`src/common/arsx_pkg.sv`:
```
// Shared types and constants for the rotate/subtract/xor execution block
package arsx_pkg;
    localparam int DATA_W = 8;
    localparam int FADDR_W = 7;
    localparam logic [FADDR_W-1:0] DIR_SEL_A = 7'h05;
    localparam logic [FADDR_W-1:0] DIR_SEL_B = 7'h06;
    localparam logic [FADDR_W-1:0] DIR_SEL_C = 7'h07;
    localparam logic [DATA_W-1:0] ACC_RST = 8'h00;
    localparam logic [DATA_W-1:0] DIR_RST = 8'hff;
    localparam logic EXPIRY_RST = 1'b1;
    localparam logic PWR_DOWN_RST = 1'b1;
    localparam int WAKE_SYNC_STAGES = 2;

    typedef enum logic [3:0] {
        OP_NONE = 4'h0,
        OP_ROR = 4'h1,
        OP_LSUB = 4'h2,
        OP_FSUB = 4'h3,
        OP_FSUBB = 4'h4,
        OP_SWAP = 4'h5,
        OP_DIRLD = 4'h6,
        OP_LXOR = 4'h7,
        OP_FXOR = 4'h8,
        OP_SLEEP = 4'h9
    } arsx_op_t;

    typedef enum logic [1:0] {
        ST_RUN = 2'b01,
        ST_HALT = 2'b10
    } arsx_state_t;

    typedef struct packed {
        logic valid;
        arsx_op_t op;
        logic [FADDR_W-1:0] faddr;
        logic dest;
        logic [DATA_W-1:0] lit;
    } arsx_req_t;

    typedef struct packed {
        logic carry;
        logic nib;
        logic zero;
        logic expiry;
        logic pwr_down;
    } arsx_stat_t;

    typedef struct packed {
        logic we;
        logic [FADDR_W-1:0] addr;
        logic [DATA_W-1:0] data;
    } arsx_fwr_t;

    typedef struct packed {
        logic [DATA_W-1:0] data;
        logic carry;
        logic nib;
        logic upd_carry;
        logic upd_nib;
        logic upd_zero;
    } arsx_res_t;
endpackage

```
`src/design/arsx_alu.sv`:
```
// Combinational result and flag logic for the supported operations
`timescale 1ns/1ns
module arsx_alu (
    // Operation and operands
    input wire arsx_pkg::arsx_op_t op_in,
    input wire logic [7:0] acc_in,
    input wire logic [7:0] fval_in,
    input wire logic [7:0] lit_in,
    input wire logic carry_in,
    // Result
    output arsx_pkg::arsx_res_t res_out
);
    import arsx_pkg::*;

    // Subtract by adding the complement; carry out set means no borrow
    function automatic logic [9:0] sub8(input logic [7:0] a, input logic [7:0] b,
                                        input logic cin);
        logic [8:0] full;
        logic [4:0] low;
        full = {1'b0, a} + {1'b0, ~b} + {8'h00, cin};
        low = {1'b0, a[3:0]} + {1'b0, ~b[3:0]} + {4'h0, cin};
        return {full[8], low[4], full[7:0]};
    endfunction

    wire logic [9:0] lsub_w = sub8(lit_in, acc_in, 1'b1);
    wire logic [9:0] fsub_w = sub8(fval_in, acc_in, 1'b1);
    wire logic [9:0] fsubb_w = sub8(fval_in, acc_in, carry_in);
    wire logic [9:0] sel_w = (op_in == OP_LSUB) ? lsub_w :
                             (op_in == OP_FSUB) ? fsub_w : fsubb_w;
    wire logic is_sub = (op_in == OP_LSUB) || (op_in == OP_FSUB) || (op_in == OP_FSUBB);
    wire logic is_ror = (op_in == OP_ROR);
    wire logic is_xor = (op_in == OP_LXOR) || (op_in == OP_FXOR);

    wire logic [7:0] ror_w = {carry_in, fval_in[7:1]};
    wire logic [7:0] swap_w = {fval_in[3:0], fval_in[7:4]};
    wire logic [7:0] xor_w = acc_in ^ ((op_in == OP_LXOR) ? lit_in : fval_in);

    assign res_out.data = is_sub ? sel_w[7:0] :
                          is_ror ? ror_w :
                          is_xor ? xor_w :
                          (op_in == OP_SWAP) ? swap_w : acc_in;
    assign res_out.carry = is_ror ? fval_in[0] : sel_w[9];
    assign res_out.nib = sel_w[8];
    assign res_out.upd_carry = is_sub || is_ror;
    assign res_out.upd_nib = is_sub;
    assign res_out.upd_zero = is_sub || is_xor;
endmodule

```
`src/design/arsx_exec.sv`:
```
// Execution unit: rotate, subtract, swap, xor, direction load and sleep
`timescale 1ns/1ns
module arsx_exec (
    // Clock, reset, enable
    input wire logic CORE_CLK_IN,
    input wire logic RST_IN,
    input wire logic CE_IN,
    // Decoded instruction and addressed file value
    input wire arsx_pkg::arsx_req_t REQ_IN,
    input wire logic [7:0] FILE_RDATA_IN,
    // Wake-up pin from outside the clock domain
    input wire logic WAKE_IN,
    // Core state
    output logic READY_OUT,
    output logic [7:0] ACC_OUT,
    output arsx_pkg::arsx_stat_t STATUS_OUT,
    output arsx_pkg::arsx_fwr_t FILE_WR_OUT,
    // Pin direction registers
    output logic [7:0] PORT_A_DIR_OUT,
    output logic [7:0] PORT_B_DIR_OUT,
    output logic [7:0] PORT_C_DIR_OUT,
    // Watchdog and clock control
    output logic WDOG_CLEAR_OUT,
    output logic OSC_STOP_OUT
);
    import arsx_pkg::*;

    arsx_state_t state_r;
    arsx_state_t state_nxt;
    logic [7:0] acc_r;
    logic [7:0] acc_nxt;
    arsx_stat_t stat_r;
    arsx_stat_t stat_nxt;
    arsx_fwr_t fwr_r;
    arsx_fwr_t fwr_nxt;
    logic [7:0] dir_a_r;
    logic [7:0] dir_b_r;
    logic [7:0] dir_c_r;
    logic wdog_clr_r;
    logic osc_stop_r;
    logic ready_r;
    logic wake_s1_r;
    logic wake_s2_r;
    arsx_res_t res;

    // Decode
    wire arsx_op_t op = REQ_IN.op;
    wire logic take = CE_IN && REQ_IN.valid && (state_r == ST_RUN);
    wire logic has_dest = (op == OP_ROR) || (op == OP_FSUB) || (op == OP_FSUBB) ||
                          (op == OP_SWAP) || (op == OP_FXOR);
    wire logic is_lit = (op == OP_LSUB) || (op == OP_LXOR);
    wire logic to_file = take && has_dest && REQ_IN.dest;
    wire logic to_acc = take && (is_lit || (has_dest && !REQ_IN.dest));
    wire logic dir_ld = take && (op == OP_DIRLD);
    wire logic go_sleep = take && (op == OP_SLEEP);
    wire logic upd_zero = take && res.upd_zero;
    wire logic res_zero = (res.data == 8'h00);

    arsx_alu u_alu (
        .op_in(op),
        .acc_in(acc_r),
        .fval_in(FILE_RDATA_IN),
        .lit_in(REQ_IN.lit),
        .carry_in(stat_r.carry),
        .res_out(res)
    );

    // Next state of registers
    assign acc_nxt = to_acc ? res.data : acc_r;
    assign fwr_nxt.we = to_file;
    assign fwr_nxt.addr = REQ_IN.faddr;
    assign fwr_nxt.data = res.data;
    assign stat_nxt.carry = (take && res.upd_carry) ? res.carry : stat_r.carry;
    assign stat_nxt.nib = (take && res.upd_nib) ? res.nib : stat_r.nib;
    assign stat_nxt.zero = upd_zero ? res_zero : stat_r.zero;
    assign stat_nxt.expiry = go_sleep ? 1'b1 : stat_r.expiry;
    assign stat_nxt.pwr_down = go_sleep ? 1'b0 : stat_r.pwr_down;

    // Wake from halt only on the synchronised pin level
    always_comb begin
        case (state_r)
            ST_RUN: state_nxt = go_sleep ? ST_HALT : ST_RUN;
            ST_HALT: state_nxt = wake_s2_r ? ST_RUN : ST_HALT;
            default: state_nxt = ST_RUN;
        endcase
    end

    always_ff @(posedge CORE_CLK_IN) begin
        if (RST_IN) begin
            wake_s1_r <= 1'b0;
            wake_s2_r <= 1'b0;
        end else if (CE_IN) begin
            wake_s1_r <= WAKE_IN;
            wake_s2_r <= wake_s1_r;
        end
    end

    always_ff @(posedge CORE_CLK_IN) begin
        if (RST_IN) begin
            state_r <= ST_RUN;
            ready_r <= 1'b1;
            acc_r <= ACC_RST;
            stat_r <= '{carry: 1'b0, nib: 1'b0, zero: 1'b0,
                        expiry: EXPIRY_RST, pwr_down: PWR_DOWN_RST};
            fwr_r <= '0;
        end else if (CE_IN) begin
            state_r <= state_nxt;
            ready_r <= (state_nxt == ST_RUN);
            acc_r <= acc_nxt;
            stat_r <= stat_nxt;
            fwr_r <= fwr_nxt;
        end
    end

    // Direction registers default to all inputs
    always_ff @(posedge CORE_CLK_IN) begin
        if (RST_IN) begin
            dir_a_r <= DIR_RST;
            dir_b_r <= DIR_RST;
            dir_c_r <= DIR_RST;
        end else if (CE_IN && dir_ld) begin
            if (REQ_IN.faddr == DIR_SEL_A) dir_a_r <= acc_r;
            if (REQ_IN.faddr == DIR_SEL_B) dir_b_r <= acc_r;
            if (REQ_IN.faddr == DIR_SEL_C) dir_c_r <= acc_r;
        end
    end

    // Watchdog clear is a one-cycle pulse; oscillator stop holds for the halt
    always_ff @(posedge CORE_CLK_IN) begin
        if (RST_IN) begin
            wdog_clr_r <= 1'b0;
            osc_stop_r <= 1'b0;
        end else if (CE_IN) begin
            wdog_clr_r <= go_sleep;
            osc_stop_r <= (state_nxt == ST_HALT);
        end
    end

    assign READY_OUT = ready_r;
    assign ACC_OUT = acc_r;
    assign STATUS_OUT = stat_r;
    assign FILE_WR_OUT = fwr_r;
    assign PORT_A_DIR_OUT = dir_a_r;
    assign PORT_B_DIR_OUT = dir_b_r;
    assign PORT_C_DIR_OUT = dir_c_r;
    assign WDOG_CLEAR_OUT = wdog_clr_r;
    assign OSC_STOP_OUT = osc_stop_r;

    wire logic [7:0] req_lit = REQ_IN.lit;
    wire logic [6:0] req_addr = REQ_IN.faddr;
    wire logic cur_carry = stat_r.carry;
endmodule

```
`config.mk`:
```
export PLATFORM = sky130hd
export DESIGN_NAME = arsx_exec
export DESIGN_NICKNAME = d
export VERILOG_FILES = /design/src/common/arsx_pkg.sv /design/src/design/arsx_alu.sv /design/src/design/arsx_exec.sv
export SDC_FILE = /design/constraint.sdc
export NUM_CORES = 1
export LEC_CHECK = 0
export BUFFER_PORTS_ARGS = -buffer_cell sky130_fd_sc_hd__buf_2
export CORE_ASPECT_RATIO = 0.7
export CORE_MARGIN = 2
export CORE_UTILIZATION = 55
export DETAILED_ROUTE_END_ITERATION = 10
export GPL_TIMING_DRIVEN = 0
export PLACE_DENSITY = 0.82
export SLEW_MARGIN = 10
export SYNTH_ARGS = -nofsm -noshare
export SYNTH_HDL_FRONTEND = slang
export SYNTH_HIERARCHICAL = 1
export SYNTH_SLANG_ARGS = --single-unit
```
`constraint.sdc`:
```
create_clock -name CORE_CLK_IN -period 3.9 [get_ports CORE_CLK_IN]
set_input_delay 0.195 -clock CORE_CLK_IN [delete_from_list [all_inputs] [get_ports CORE_CLK_IN]]
set_output_delay 0.195 -clock CORE_CLK_IN [all_outputs]
set_load 0.01 [all_outputs]
```
# == After elaboration in Yosys (flattened, before gate mapping) ==
# Cells that the tools add are included.
# op_classes
n_addsub,10
n_eq_ne,16
mux,11
n_bitwise,3
reduce_logical,33
# ops
cell,count
$mux 8,5
$eq 7x3->1 const B,3
$mux 10,2
$add 8x8->9,2
$add 9x1->9 const B,2
$eq 4x3->1 const B,4
$reduce_and 2->1,8
$logic_and 1x1->1,12
$logic_or 1x1->1,11
$add 4x4->5,2
$add 5x1->5 const B,2
$add 9x1->9,1
$eq 4x2->1 const B,2
$eq 4x4->1 const B,2
$logic_not 8->1,1
$not 8->8,1
$xor 8x8->8,1
$add 5x1->5,1
$eq 2x1->1 const B,2
$eq 2x2->1 const B,2
$eq 4x1->1 const B,1
$mux 2,2
$not 4->4,1
$pmux 2 s2,1
2 further kinds,2
# word_totals
register_bits,59
in_bits,33
wordCells,90

# == Longest topological paths before layout ==
# depth
ltp_word,9
depth_mapped,14

# == Hierarchy ==
# Netlist, hierarchy kept.
# by_module_without_submodules
mod,instances,cells_each,area_per_inst_um2,seq_area_each_um2
arsx_exec,1,273,2552.4,1181.1
arsx_alu,1,224,1541.5,0.0

# == Least setup slack after synthesis ==
# OpenSTA, ideal clock, no wires.
# synth_timing
kind,register to register
from,"reg acc_r[0], in the netlist ACC_OUT[0]"
to,"reg stat_r, in the netlist STATUS_OUT[2]"
setup_ns,0.070
arrival_ns,2.709
setup_slack_ns,1.120
path_stages_with_launch,15
n_path_buf,0
synth_period_minus_slack_ns,2.780
path_cell_list,dfxtp_1 > inv_1 > ha_1 > inv_1 > fa_1 > nand2b_1 > a21oi_4 > xor2_2 > nand3_2 > nor3b_2 > xnor2_1 > o311ai_2 > nor4_1 > nand4_1 > a21oi_1
# synth_lines
item,line,text
start: declaration,arsx_exec.sv:30,logic [7:0] acc_r;
start signal: assignment,arsx_exec.sv:109,acc_r <= acc_nxt;
end signal: assignment,arsx_exec.sv:103,"stat_r <= '{carry: 1'b0, nib: 1'b0, zero: 1'b0,"
end signal: assignment,arsx_exec.sv:110,stat_r <= stat_nxt;
end: declaration,arsx_exec.sv:32,arsx_stat_t stat_r;

==> results.cfg <==
[status]
status = complete, no violations

[power]
p_leak_nw = 2.13
power.density_nw_per_um2 = 343
ir_drop_mv = 0.283
power_mw = 1.67

[global_routing]
grt_overflow_total = 0
use_met1_pct = 43.9
top_usage_layer = met2
grt_pass1_vias = 3912
grt_pass1_wl_um = 19900
antenna_found_initial = 0
grt_max_degree = 15
use_met2_pct = 44.1
grtUsageTotal_pct = 30.7
met3_usage_pct = 9.15

[worst_setup_path]
rr_startpoint = ACC_OUT[1]
cp_top_family = compound AO/OA/AOI/OAI gates
crit_chain = inv_1, ha_1, a21o_1, a211oi_1, nor2_1, xnor2_1, nor2_1, a211oi_1, a31oi_1, nor4_1, nand4_1, a21oi_1
cp.arrival_ns = 3.70
critPathMaxFanout = 10
critPathBufInv = 1
required_ns = 4.17
cp-end-kind = register
criticalPathCategory = reg -> reg
crit_slowest_cell = dfxtp_1
crit_path_start_kind = register
crit_path_max_incr_delay_ns = 0.61
startpoint = ACC_OUT[1]

[synthesis]
yosysSeqAreaShare_pct = 28.9
synth_common_cells = 59 x dfxtp_1, 54 x nand2_1, 52 x nor2_1
avgSynthCellArea_um2 = 8.24
synth_top_cell_by_area = dfxtp_1
synth.distinct_cells = 65
synth.area.top_cells = dfxtp_1 29%, mux2i_1 12%, ha_1 6.1%
synth.top_cell.area_share_pct = 28.9
syn_area_um2 = 4090
yosysMostFrequentCell = dfxtp_1
synthesis.nets = 552
synth_warnings = 6
synth_edf_count = 0
synthFlopType = dfxtp_1
netlist_instances = 497
synth_seq_cells = 59
async_reset_ff_share_pct = 0

[sta]
timing.slew.headroom_pct = 45.2
setup_tns_ns = 0
period_share_pct = 87.9
rsz0062_at_grt = false
hold_viol_final = 0
setup_violations = 0
worst_pin_slew_ns = 0.816
max_freq_mhz = 292
post-route-min-period_ns = 3.43
fin_skew_ns = 0.00873
slew_viol_final = 0

[route]
vias_per_cell = 5.96
drt_wl_total_um = 12200
drtAntennaViolNets = 0
drt_iter0_markers = 422
remaining_drc_errors = 0
drtPass1Iterations = 6
post_drt_wl_per_cell_um = 17.4
vias = 4151

[placed_design]
dp_hpwl_um = 9090
place.gp.congestion = 0.912
port_buffers = 86

[floorplan]
initial_core_util_pct = 56.4
dieArea_um2 = 8160
die_x_um = 107
rows = 26
die_height_um = 76.2
design.core.area_um2 = 7250
io_pins = 89

[clock_network]
ctsHoldBuffers = 0
cts.repair.resized = 0
cts-root-buf = clkbuf_8
cts_sinks = 59
cts_tree = built
clk_latency_ns = 0.34
post_cts_buffers = 0
htreeDepth = 3
cts_buffers = 9
clockBufferDepth = 2
cts.clk_slew.worst_paths_ns = 0.07

[final_layout]
fin_nets = 649
drive_gt1_share_pct = 22.7
num_antenna_cells = 0
syn2layout_area_growth_pct = 18.8

[job]
cap_violations = 0

[min_path]
hold_path.startpoint = WAKE_IN
holdCritPathClass = in -> reg
[where the power goes]
| part | internal [mW] | switching (mW) | total (mW) |
|---|---|---|---|
| combinational | 0.162 | 0.246 | 0.408 |
| sequential | 0.622 | 0.0241 | 0.646 |
| clock | 0.361 | 0.253 | 0.614 |
| total | 1.14 | 0.523 | 1.67 |
[worst min-delay path, delay by kind of cell]
family / cells / cell delay, ns
multiplexers: 1 / 0.05
AND/OR/NAND/NOR: 1 / 0.08
buffers and inverters: 1 / 0.07
[stage by stage]
step           setup slack [ns]  utilization [%]  cells  hold slack [ns]  area [um^2]
6_report                  0.472             67.1    697            0.102         4860
5_1_grt                   0.192             67.1    697            0.116         4860
4_1_cts                   0.513             67.1    697           0.0962         4860
3_5_place_dp              0.615             64.1    681            0.436         4650
3_3_place_gp              0.691             64.1    681            0.432         4650
2_1_floorplan              1.12                -    497            0.342         4090
[registers in the layout (all words and copies together), names as in the netlist, 2 cells and up]
register	cells
ACC_OUT	8
PORT_C_DIR_OUT	8
PORT_A_DIR_OUT	8
STATUS_OUT	3
FILE_WR_OUT	16
state_r	2
PORT_B_DIR_OUT	8
[cell usage in the layout, fill, tap and decap left out, types with 6 or more instances in the layout]
master,instances
buf_2,91
dfxtp_1,59
nand2_1,54
nor2_1,52
mux2i_1,49
a21oi_1,30
o21ai_0,22
ha_1,20
inv_1,19
clkbuf_1,16
nor2b_1,14
nand3_1,12
xnor2_1,12
o22ai_1,11
and3_1,10
nand4_1,9
a22oi_1,9
clkbuf_8,9
nand2b_1,6
[layer usage]
layer  routed length, um  vias up
met5                   0        -
met4                 184        0
met3                1250       26
met2                5170      213
met1                5550     1938
li1                    -     1974
[logic make-up (layout without fill, tap and decap cells)]
group	Yosys count	in the layout	synth area share (%)
simple gates	192	192	25.2
compound gates	108	108	17.7
flops	59	59	28.9
mux	49	49	12.0
buf+inv	48	150	5.10
fa+ha+maj	22	22	7.09
xor+xnor	18	18	4.03
other cells	1	1	0.0916
[final cells by class]
cell class                      instances  area, um^2
Clock inverter                          6        90.1
Multi-Input combinational cell        390        2700
Inverter                               20        75.1
Fill cell                             620        2390
Timing Repair Buffer                   86         430
Clock buffer                           10         128
Tap cell                               98         123
Sequential cell                        59        1180
Buffer                                 28         134
[final timing paths]
check	slack, ns	cells past startpoint	end
max reg2reg	0.47	12	STATUS_OUT[2]
min reg2reg	0.44	2	STATUS_OUT[0]
max	0.47	12	STATUS_OUT[2]
min	0.10	3	wake_s1_r
Note: power is estimated with default switching activity, not from simulation.
